--- config.mk ---
export PLATFORM = sky130hd
export DESIGN_NAME = cat_loader
export DESIGN_NICKNAME = d
export VERILOG_FILES = /design/src/logic/cat_loader.v
export VERILOG_INCLUDE_DIRS = /design/src /design/src/logic
export SDC_FILE = /design/constraint.sdc
export NUM_CORES = 2
export LEC_CHECK = 0
export BUFFER_PORTS_ARGS = -buffer_cell sky130_fd_sc_hd__buf_2
export CAP_MARGIN = 10
export CELL_PAD_IN_SITES_DETAIL_PLACEMENT = 1
export CELL_PAD_IN_SITES_GLOBAL_PLACEMENT = 1
export CORE_AREA = 2 2 674 676
export CTS_CLUSTER_DIAMETER = 60
export DETAILED_ROUTE_END_ITERATION = 6
export DIE_AREA = 0 0 676 678
export PLACE_DENSITY_LB_ADDON = 0.1
export SYNTH_ARGS = -nofsm -noshare
export SYNTH_HDL_FRONTEND = slang
export SYNTH_SLANG_ARGS = --single-unit
export TNS_END_PERCENT = 5
--- constraint.sdc ---
create_clock -name clk_sys -period 4 [get_ports clk_sys]
set_input_delay 0.8 -clock clk_sys [delete_from_list [all_inputs] [get_ports clk_sys]]
set_output_delay 0.8 -clock clk_sys [all_outputs]
set_load 0.1 [all_outputs]
--- src/logic/cat_loader_defs.vh ---
// Constants for the channel activity table loader.
// Assumes a single 100 MHz system clock and a word-wide shared memory port.
`ifndef CAT_LOADER_DEFS_VH
`define CAT_LOADER_DEFS_VH
// Table sizes and base addresses
`define CAT_PRI_ENTRIES 128
`define CAT_GEN_ENTRIES 256
`define CAT_PRI_BASE 16'h0100
`define CAT_GEN_BASE 16'h0200
`define CAT_BUF_BASE 16'h0400
// Table word layout
`define CAT_DIR_BIT 16
`define CAT_ADDR_LSB 8
`define CAT_DIR_RX 1'b0
`define CAT_DIR_TX 1'b1
// Line/device numbering (octal 400 and 500 line units, octal 20 typewriter)
`define CAT_LINE_UNIT1 9'h100
`define CAT_LINE_UNIT2 9'h140
`define CAT_TYPEWRITER 9'h010
`define CAT_TAPE 9'h000
`endif

--- src/logic/cat_loader.v ---
// Channel activity table loader: scans line groups and low-speed devices,
// writes tagged entries into two cyclic tables, serves transmit characters.
// Assumes line modules are on another clock (synchronised here) and that the
// memory arbiter grants the shared bus with memGnt for one-word accesses.
// Notes on behaviour
// [RQ1] Up to 128 receive and 128 transmit lines, 16 groups, 16 duplex devices.
// [RQ2] Line modules hold one character; messages build up in core memory.
// [RQ3] Two cyclic tables in memory: 128 and 256 entries.
// [RQ4] Priority table takes high-speed transmit requests; general table all else.
// [RQ5] Load pointer gives the write address, then advances by one.
// [RQ6] Each table has its own unload pointer, advanced by the program.
// [RQ7] All four pointers reset on controller clear or paper-tape load.
// [RQ8] Software places each line's next character in the buffer table.
// [RQ9] Transmit available signal halts both scanners at their position.
// [RQ10] Halted positions form buffer-table address; character goes to module.
// [RQ11] After delivery, write output request, advance pointer, release scanners.
// [RQ12] Full receive character: stop, write char and line to general table.
// [RQ13] Low-speed devices use sixteen channels, handled like line characters.
// [RQ14] Scanner address zero is paper tape; octal 20 is typewriter.
// [RQ15] Characters up to 8 bits; receive parity passed through unchecked.
// [RQ16] Entry: unused byte, direction flag, address, character (zero on output).
// [RQ17] Octal addresses 40-360 devices, 400-477 unit one, 500-577 unit two.
// [RQ18] Addresses below octal 400 have four low bits zero.
// [RQ19] Core memory bus is shared in time with processor and block I/O.
// [RQ20] Each written word is 32 data bits plus one parity bit.
// [RQ21] Pointers wrap to first entry; scanners resume after serviced slot.
`timescale 1ns/1ps
`include "cat_loader_defs.vh"

module cat_loader (
   // Clock and reset
   input wire clk_sys,
   input wire rst_n,
   // Controller clear and paper-tape load controls
   input wire ctlClear,
   input wire tapeLoad,
   // Program unload strobes
   input wire priUnloadStep,
   input wire genUnloadStep,
   // Scanned source flags: 144 slots (128 lines, 16 devices)
   input wire [143:0] rxReady,
   input wire [143:0] txAvail,
   input wire [143:0] txHighSpeed,
   input wire [8*144-1:0] rxCharBus,
   // Shared memory port
   output reg memReq,
   output reg memWe,
   output reg [15:0] memAddr,
   output reg [32:0] memWdata,
   input wire [31:0] memRdata,
   input wire memGnt,
   // Delivery back to modules
   output reg [7:0] txChar,
   output reg txLoad,
   output reg rxTaken,
   output reg [7:0] svcSlot,
   // Pointers visible to the program
   output reg [6:0] priLoadPtr,
   output reg [7:0] genLoadPtr,
   output reg [6:0] priUnloadPtr,
   output reg [7:0] genUnloadPtr
);
   localparam NSLOT = 144;
   localparam S_SCAN = 3'd0;
   localparam S_RD = 3'd1;
   localparam S_DLV = 3'd2;
   localparam S_WR = 3'd3;
   localparam S_REL = 3'd4;

   // Slot index to line/device address: lines 0..127, devices 128..143
   function [8:0] slot_addr;
      input [7:0] s;
      begin
         if (s[7] == 1'b0)
            slot_addr = `CAT_LINE_UNIT1 + {2'b00, s[6:0]}; // RQ17
         else
            slot_addr = {1'b0, s[3:0], 4'h0}; // RQ18 RQ14 RQ13
      end
   endfunction

   // Two-flop synchronisers on module flags
   reg [143:0] rxS1, rxS2, txS1, txS2, hsS1, hsS2;
   always @(posedge clk_sys) begin
      if (!rst_n) begin
         rxS1 <= {NSLOT{1'b0}};
         rxS2 <= {NSLOT{1'b0}};
         txS1 <= {NSLOT{1'b0}};
         txS2 <= {NSLOT{1'b0}};
         hsS1 <= {NSLOT{1'b0}};
         hsS2 <= {NSLOT{1'b0}};
      end else begin
         rxS1 <= rxReady;
         rxS2 <= rxS1;
         txS1 <= txAvail;
         txS2 <= txS1;
         hsS1 <= txHighSpeed;
         hsS2 <= hsS1;
      end
   end

   reg [2:0] state_q;
   reg [7:0] scan_q;
   reg isTx_q;
   reg toPri_q;
   reg [7:0] rxChar_q;
   reg [7:0] hold_q;
   wire [8:0] curAddr = slot_addr(scan_q);
   wire [7:0] nextScan = (scan_q == NSLOT - 1) ? 8'h00 : scan_q + 8'h01; // RQ21
   // Character byte lane of the buffer table word, chosen by low address bits
   wire [7:0] bufByte = memRdata[8*svcSlot[1:0] +: 8];
   // Data word and parity (odd parity over 32 bits)
   wire [31:0] entry = {8'h00, 7'h00, isTx_q, curAddr[7:0], // RQ16
      isTx_q ? 8'h00 : rxChar_q};
   wire clearPtr = ctlClear | tapeLoad;

   // Scanner, memory sequencing and pointers
   always @(posedge clk_sys) begin
      if (!rst_n) begin
         state_q <= S_SCAN;
         scan_q <= 8'h00;
         isTx_q <= 1'b0;
         toPri_q <= 1'b0;
         rxChar_q <= 8'h00;
         hold_q <= 8'h00;
         memReq <= 1'b0;
         memWe <= 1'b0;
         memAddr <= 16'h0000;
         memWdata <= 33'h0_0000_0000;
         txChar <= 8'h00;
         txLoad <= 1'b0;
         rxTaken <= 1'b0;
         svcSlot <= 8'h00;
         priLoadPtr <= 7'h00;
         genLoadPtr <= 8'h00;
         priUnloadPtr <= 7'h00;
         genUnloadPtr <= 8'h00;
      end else begin
         txLoad <= 1'b0;
         rxTaken <= 1'b0;
         // Unload pointers step only on program request; clear or tape load zeroes them
         if (clearPtr) begin
            priUnloadPtr <= 7'h00; // RQ7
            genUnloadPtr <= 8'h00;
         end else begin
            if (priUnloadStep)
               priUnloadPtr <= priUnloadPtr + 7'h01; // RQ6 RQ21
            if (genUnloadStep)
               genUnloadPtr <= genUnloadPtr + 8'h01;
         end
         if (clearPtr) begin
            // Clear aborts any access in progress; scanners restart at zero
            priLoadPtr <= 7'h00; // RQ7
            genLoadPtr <= 8'h00;
            state_q <= S_SCAN;
            scan_q <= 8'h00;
            memReq <= 1'b0;
            memWe <= 1'b0;
         end else begin
            case (state_q)
               S_SCAN: begin
                  // Hold position when a module needs service
                  if (txS2[scan_q]) begin // RQ9
                     isTx_q <= 1'b1;
                     toPri_q <= hsS2[scan_q]; // RQ4
                     svcSlot <= scan_q;
                     memReq <= 1'b1; // RQ19
                     memWe <= 1'b0;
                     memAddr <= `CAT_BUF_BASE + {8'h00, scan_q}; // RQ10 RQ8
                     state_q <= S_RD;
                  end else if (rxS2[scan_q]) begin // RQ12
                     isTx_q <= 1'b0;
                     toPri_q <= 1'b0;
                     svcSlot <= scan_q;
                     rxChar_q <= rxCharBus[8*scan_q +: 8]; // RQ15 RQ2
                     rxTaken <= 1'b1;
                     state_q <= S_WR;
                  end else
                     scan_q <= nextScan;
               end
               S_RD: begin
                  if (memGnt) begin
                     memReq <= 1'b0;
                     hold_q <= bufByte;
                     state_q <= S_DLV;
                  end
               end
               S_DLV: begin
                  txChar <= hold_q; // RQ10
                  txLoad <= 1'b1;
                  state_q <= S_WR;
               end
               S_WR: begin
                  // Issue the table write with pointer as address
                  memReq <= 1'b1;
                  memWe <= 1'b1;
                  memWdata <= {entry, ~^entry}; // RQ20
                  if (toPri_q)
                     memAddr <= `CAT_PRI_BASE + {9'h000, priLoadPtr}; // RQ5 RQ3
                  else
                     memAddr <= `CAT_GEN_BASE + {8'h00, genLoadPtr};
                  if (memReq && memWe && memGnt) begin
                     memReq <= 1'b0;
                     memWe <= 1'b0;
                     if (toPri_q)
                        priLoadPtr <= priLoadPtr + 7'h01; // RQ11 RQ21
                     else
                        genLoadPtr <= genLoadPtr + 8'h01; // RQ12
                     state_q <= S_REL;
                  end
               end
               S_REL: begin
                  // Wait for the module flag to drop through the synchroniser
                  if (!txS2[svcSlot] && !rxS2[svcSlot]) begin
                     scan_q <= nextScan; // RQ21 RQ11
                     state_q <= S_SCAN;
                  end
               end
               default:
                  state_q <= S_SCAN;
            endcase
         end
      end
   end
endmodule

* Word-level counts from Yosys, hierarchy flattened
Index checks and enable logic that the tools add are counted.
Storage, ports and cells: output and inout port bits 99, input port bits 1623, flip-flop bits (word level) 977
Cells by class: multiplexer cells 39, magnitude comparators 2, reduce and logical (&&, ||, !) cells 25, add/subtract/negate cells 9, shift-type cells 2, bitwise logic cells 6, eq/ne operators 12
Operators with widths (count):
- 1152-bit by 12-bit variable part select with 8-bit output | 1
- 8-bit two-way mux | 8
- 1-bit binary-select mux with 8-bit select | 5
- 16-bit case mux with 2 select lines | 1
- 32-bit XNOR reduction | 1
- 32-bit by 6-bit variable part select with 8-bit output | 1
- 8-bit by 1-bit adder with 8-bit output (second input constant) | 3
- 8-bit by 9-bit less-than comparator with 1-bit output (second input constant) | 2
- 3-bit AND reduction | 6
- 16-bit two-way mux | 1
- 8-bit case mux with 2 select lines | 1
- 3-bit two-way mux | 5
- 3-bit case mux with 5 select lines | 1
- 7-bit by 1-bit adder with 7-bit output (second input constant) | 2
- 1-bit two-way mux | 14
- 11-bit by 8-bit adder with 12-bit output (first input constant) | 1
- 2-bit inequality test (second input constant) | 6
- 4-bit AND reduction | 3
- 10-bit by 8-bit adder with 11-bit output (first input constant) | 1
- 11-bit two-way mux | 1
- 9-bit by 7-bit adder with 10-bit output (first input constant) | 1
- 1-bit by 7-bit adder with 8-bit output (first input constant) | 1
- 8-bit equality test (second input constant) | 1
- 3-bit by 2-bit equality test with 1-bit output (second input constant) | 2
- other kinds (15) | 26

* Depth between registers and ports, before layout
depth after elaboration 6, mapped depth 15, gate-level depth less buffers 9

* Least setup slack after synthesis
No wires, ideal clock.
path kind reg2reg, from register svcSlot[0], to register scan_q[2], slack 0.365 ns, buffers on the path 1, arrival time 3.519 ns, stages on the path, launching flop included 10, clock period less this slack 3.635 ns, path through dfxtp_1 > clkinv_1 > mux4_2 > a221oi_1 > o31a_1 > o31ai_1 > a2111oi_2 > nor3_1 > clkbuf_1 > a41o_1
On the way: word-level cells in the longest chain between the ends 6, elaborated cells on any way between the ends 9, those cells by class eq/ne: 1; mux: 4; reduce/logical: 4
Ends and longest elaborated chain:
- from (decl) | line cat_loader.v:56 | output reg [7:0] svcSlot,
- from (signal assigned) | line cat_loader.v:165 | svcSlot <= scan_q;
- from (signal assigned) | line cat_loader.v:173 | svcSlot <= scan_q;
- 1-bit binary-select mux with 8-bit select | line cat_loader.v:213 | if (!txS2[svcSlot] && !rxS2[svcSlot]) begin
- 1-bit two-way mux (not written as such) | line cat_loader.v:213
- 1-bit logical NOT | line cat_loader.v:213
- 1-bit logical AND * | line cat_loader.v:213
- 2-bit inequality test (no source line) *
- 4-bit AND reduction (no source line) *
- to (signal assigned) | line cat_loader.v:178 | scan_q <= nextScan;
- to (signal assigned) | line cat_loader.v:214 | scan_q <= nextScan;
- to (decl) | line cat_loader.v:102 | reg [7:0] scan_q;
Mark *: on every way between the ends. The rest lies on a longest branch, timed or not. The select of a mux whose other input is x is not followed. A chain may end at the register's enable or synchronous reset.

* Worst setup path after layout
from register svcSlot[1], to register scan_q[5]
Same word-level chain as after synthesis.

==> flow_metrics.env <==
export IMPL_yosysMostFrequentCell="dfxtp_1"
export IMPL_outcome="completed"
export IMPL_yosys_warnings=0
export IMPL_avgViaCountPerCell=3.23
export IMPL_area_delta_synth_final_pct=52.3
export IMPL_postSynthAreaPerCell_sq_um=12.2
export IMPL_dp_hpwl_microns=262000
export IMPL_critical_path_max_fanout=20
export IMPL_start_kind="register"
export IMPL_drc_errors=0
export IMPL_fillers=52300
export IMPL_drt_total_wl_microns=312000
export IMPL_path_cells="buf_12, buf_4, o311ai_0, o32ai_1, nor4_1, a22oi_2, buf_4, o31ai_1, a2111oi_4, buf_4, nor3_1, buf_4, a31oi_1, a41o_1"
export IMPL_syn_inst=3514
export IMPL_track_usage_pct=13.2
export IMPL_grt_pass1_wl_microns=404000
export IMPL_crit_type="register to register"
export IMPL_std_cell_rows=247
export IMPL_synth_edff_count=0
export IMPL_fin_crit_sh_pct=95.7
export IMPL_synth_largest_area_cell="dfxtp_1"
export IMPL_io_buffers=1701
export IMPL_firstDrtPassIters=5
export IMPL_synth_seq_area_share_pct=45.6
export IMPL_ys_ff_latch=972
export IMPL_drtIter0Drc=1481
export IMPL_yosysUniqueCellTypes=78
export IMPL_clk_pin_slew_worst_paths_ns=0.06
export IMPL_cts_tree="done"
export IMPL_grt_start_max_net_pins=157
export IMPL_via_count=36900
export IMPL_synth_flop_cell="dfxtp_1"
export IMPL_grt_pass1_vias=41700
export IMPL_clk_path_buf_depth=4
export IMPL_multi_input_comb_area_sq_mm=0.0219
export IMPL_dieArea_sq_mm=0.458
export IMPL_drive_gt1_share_pct=49.6
export IMPL_synth_top_area_share_pct=45.6
export IMPL_cp_end_kind="register"
export IMPL_initial_core_util_pct=9.46
export IMPL_synthTopCellsByCount="972 x dfxtp_1, 866 x and2_1, 474 x mux4_2, 169 x nor2_1, 152 x clkbuf_1"
export IMPL_fin_skew_ns=0.0940
export IMPL_cp_arrival_ns=4.56
export IMPL_worstHoldPathType="primary input to register"
export IMPL_slew_viol_final=0
export IMPL_max_cap_violations=0
export IMPL_synthArstFlopShare_pct=0
export IMPL_cts_buffers=162
export IMPL_setup_viol=0
export IMPL_die_y_microns=678
export IMPL_io_pins=1722
export IMPL_cp_slowest_cell="dfxtp_4"
export IMPL_core_area_sq_mm=0.451
export IMPL_tns_ns=0
export IMPL_grt_overflow_total=0
export IMPL_die_x_microns=676
export IMPL_power_density_mw_per_mm2=422
export IMPL_max_stage_delay_ns=0.44
export IMPL_hold_slack_ns=0.140
export IMPL_ir_drop_mv=0.303
export IMPL_power_leakage_nw=25.3
export IMPL_ff_latch_area_sq_mm=0.0195
export IMPL_tightest_slew_ns=0.825
export IMPL_crit_top_cell="buf_4"
export IMPL_cts_htree_levels=4
export IMPL_globalplace_congestion=0.849
export IMPL_min_period_ns=3.83
export IMPL_fmax_mhz=261
export IMPL_drtAntennaViolNets=0
export IMPL_clock_sinks=972
export IMPL_hold_violations=0
export IMPL_slew_headroom_pct=44.8
export IMPL_syn_area_sq_mm=0.0427
export IMPL_routedWlPerCell_microns=27.2
export IMPL_final_nets=6931
export IMPL_rsz0062_at_grt="yes"
export IMPL_cp_data_required_time_ns=4.73
export IMPL_clockRootBuffer="clkbuf_16"
export IMPL_synthTopCellsByArea="dfxtp_1 46%, mux4_2 25%, and2_1 13%"
export IMPL_clkLatencyLatePin_ns=0.87
export IMPL_antenna_found_initial=180
==> worst max-delay path: cells and delay by family (launching register included) <==
family / cells / cell delay [ns]
and+or+nand+nor: 2 / 0.79
AOI/OAI and AO/OA: 7 / 1.37
buffers and inverters: 5 / 1.01
DFF: 1 / 0.44
==> report_power, final <==
part / switching (W) / internal (W)
Sequential: 0.000198 / 0.0101
Combinational: 0.00147 / 0.00146
Clock: 0.00555 / 0.00868
==> what timing repair did <==
item | CTS | global route
hold endpoints to repair | 0 | 0
gates resized for setup | 6 | 4
hold buffers | 0 | 0
pin swaps | 0 | 1
setup buffers | 0 | 1
endpoints found under the setup margin | 38 | 24
==> path summary, 6_finish.rpt <==
check	to	startpoint	slack, ns	cells after the start
hold / removal	txS1[69]	txAvail[69]	0.14	2
setup / recovery	scan_q[5]	svcSlot[1]	0.17	14
hold reg to reg	hsS2[82]	hsS1[82]	0.40	1
setup reg to reg	scan_q[5]	svcSlot[1]	0.17	14
==> metrics by stage <==
stage / setup slack [ns] / util [%] / power (W) / instances / cell area (sq um)
2_1_floorplan: 0.365 / - / 0.0117 / 3533 / 42800
3_3_place_gp: -0.301 / 13.2 / 0.0136 / 11100 / 59400
3_5_place_dp: -0.300 / 13.2 / 0.0136 / 11100 / 59400
4_1_cts: 0.0189 / 14.4 / 0.0283 / 11400 / 64900
5_1_grt: -0.0304 / 14.4 / 0.0288 / 11400 / 64900
6_report: 0.172 / 14.4 / 0.0275 / 11500 / 65000
==> layout make-up <==
class                           instances  area share [%]
Clock buffer                          218            6.96
Antenna cell                           50           0.192
Sequential cell                       972            30.0
Tap cell                             5976            11.5
Timing Repair Buffer                 1910            16.4
Clock inverter                         71            1.36
Inverter                                6          0.0423
Multi-Input combinational cell       2251            33.6
==> state kept, by name (all words and copies together), names as in the netlist, 8 cells and up <==
name,flops
rxS1,144
txChar,8
genUnloadPtr,8
rxS2,144
rxChar_q,8
txS2,144
scan_q,8
svcSlot,8
hsS2,144
hsS1,144
memAddr,11
genLoadPtr,8
memWdata,18
txS1,144
hold_q,8
==> layer usage <==
layer / wire, microns / part of all wire (%) / GRT usage, % / vias to the layer above
met5: 402 / 0.13 / 0 / -
met4: 7490 / 2.4 / 2.75 / 58
met3: 18900 / 6.1 / 2.89 / 421
met2: 155000 / 50 / 23.4 / 1447
met1: 130000 / 42 / 16.1 / 18700
li1: - / - / - / 16400
==> cell usage in the layout (no fill, tap or decap), types with 27 or more instances in the layout <==
master,Yosys,final
diode_2,0,50
a21oi_1,76,76
clkbuf_1,152,31
nand2_1,78,78
o21ai_0,47,46
clkbuf_16,0,163
a211oi_1,27,27
nor2_1,169,169
dfxtp_1,972,960
mux2i_1,121,118
buf_12,0,43
mux4_2,474,474
buf_2,61,1700
nor3_1,70,69
buf_4,47,164
nand3_1,30,30
and2_1,866,866
==> logic make-up (layout without fill, tap and decap cells) <==
logic type	count (synthesis)	count (layout)	share of synthesized area, %
compound gates	275	275	4.26
xor+xnor	36	36	0.738
simple gates	1312	1312	17.7
mux	603	603	28.0
flops	972	972	45.6
buf+inv	310	2205	3.53
other cells	1	70	0.00878
fa+ha+maj	5	5	0.147
(Power assumes the default switching activity.)
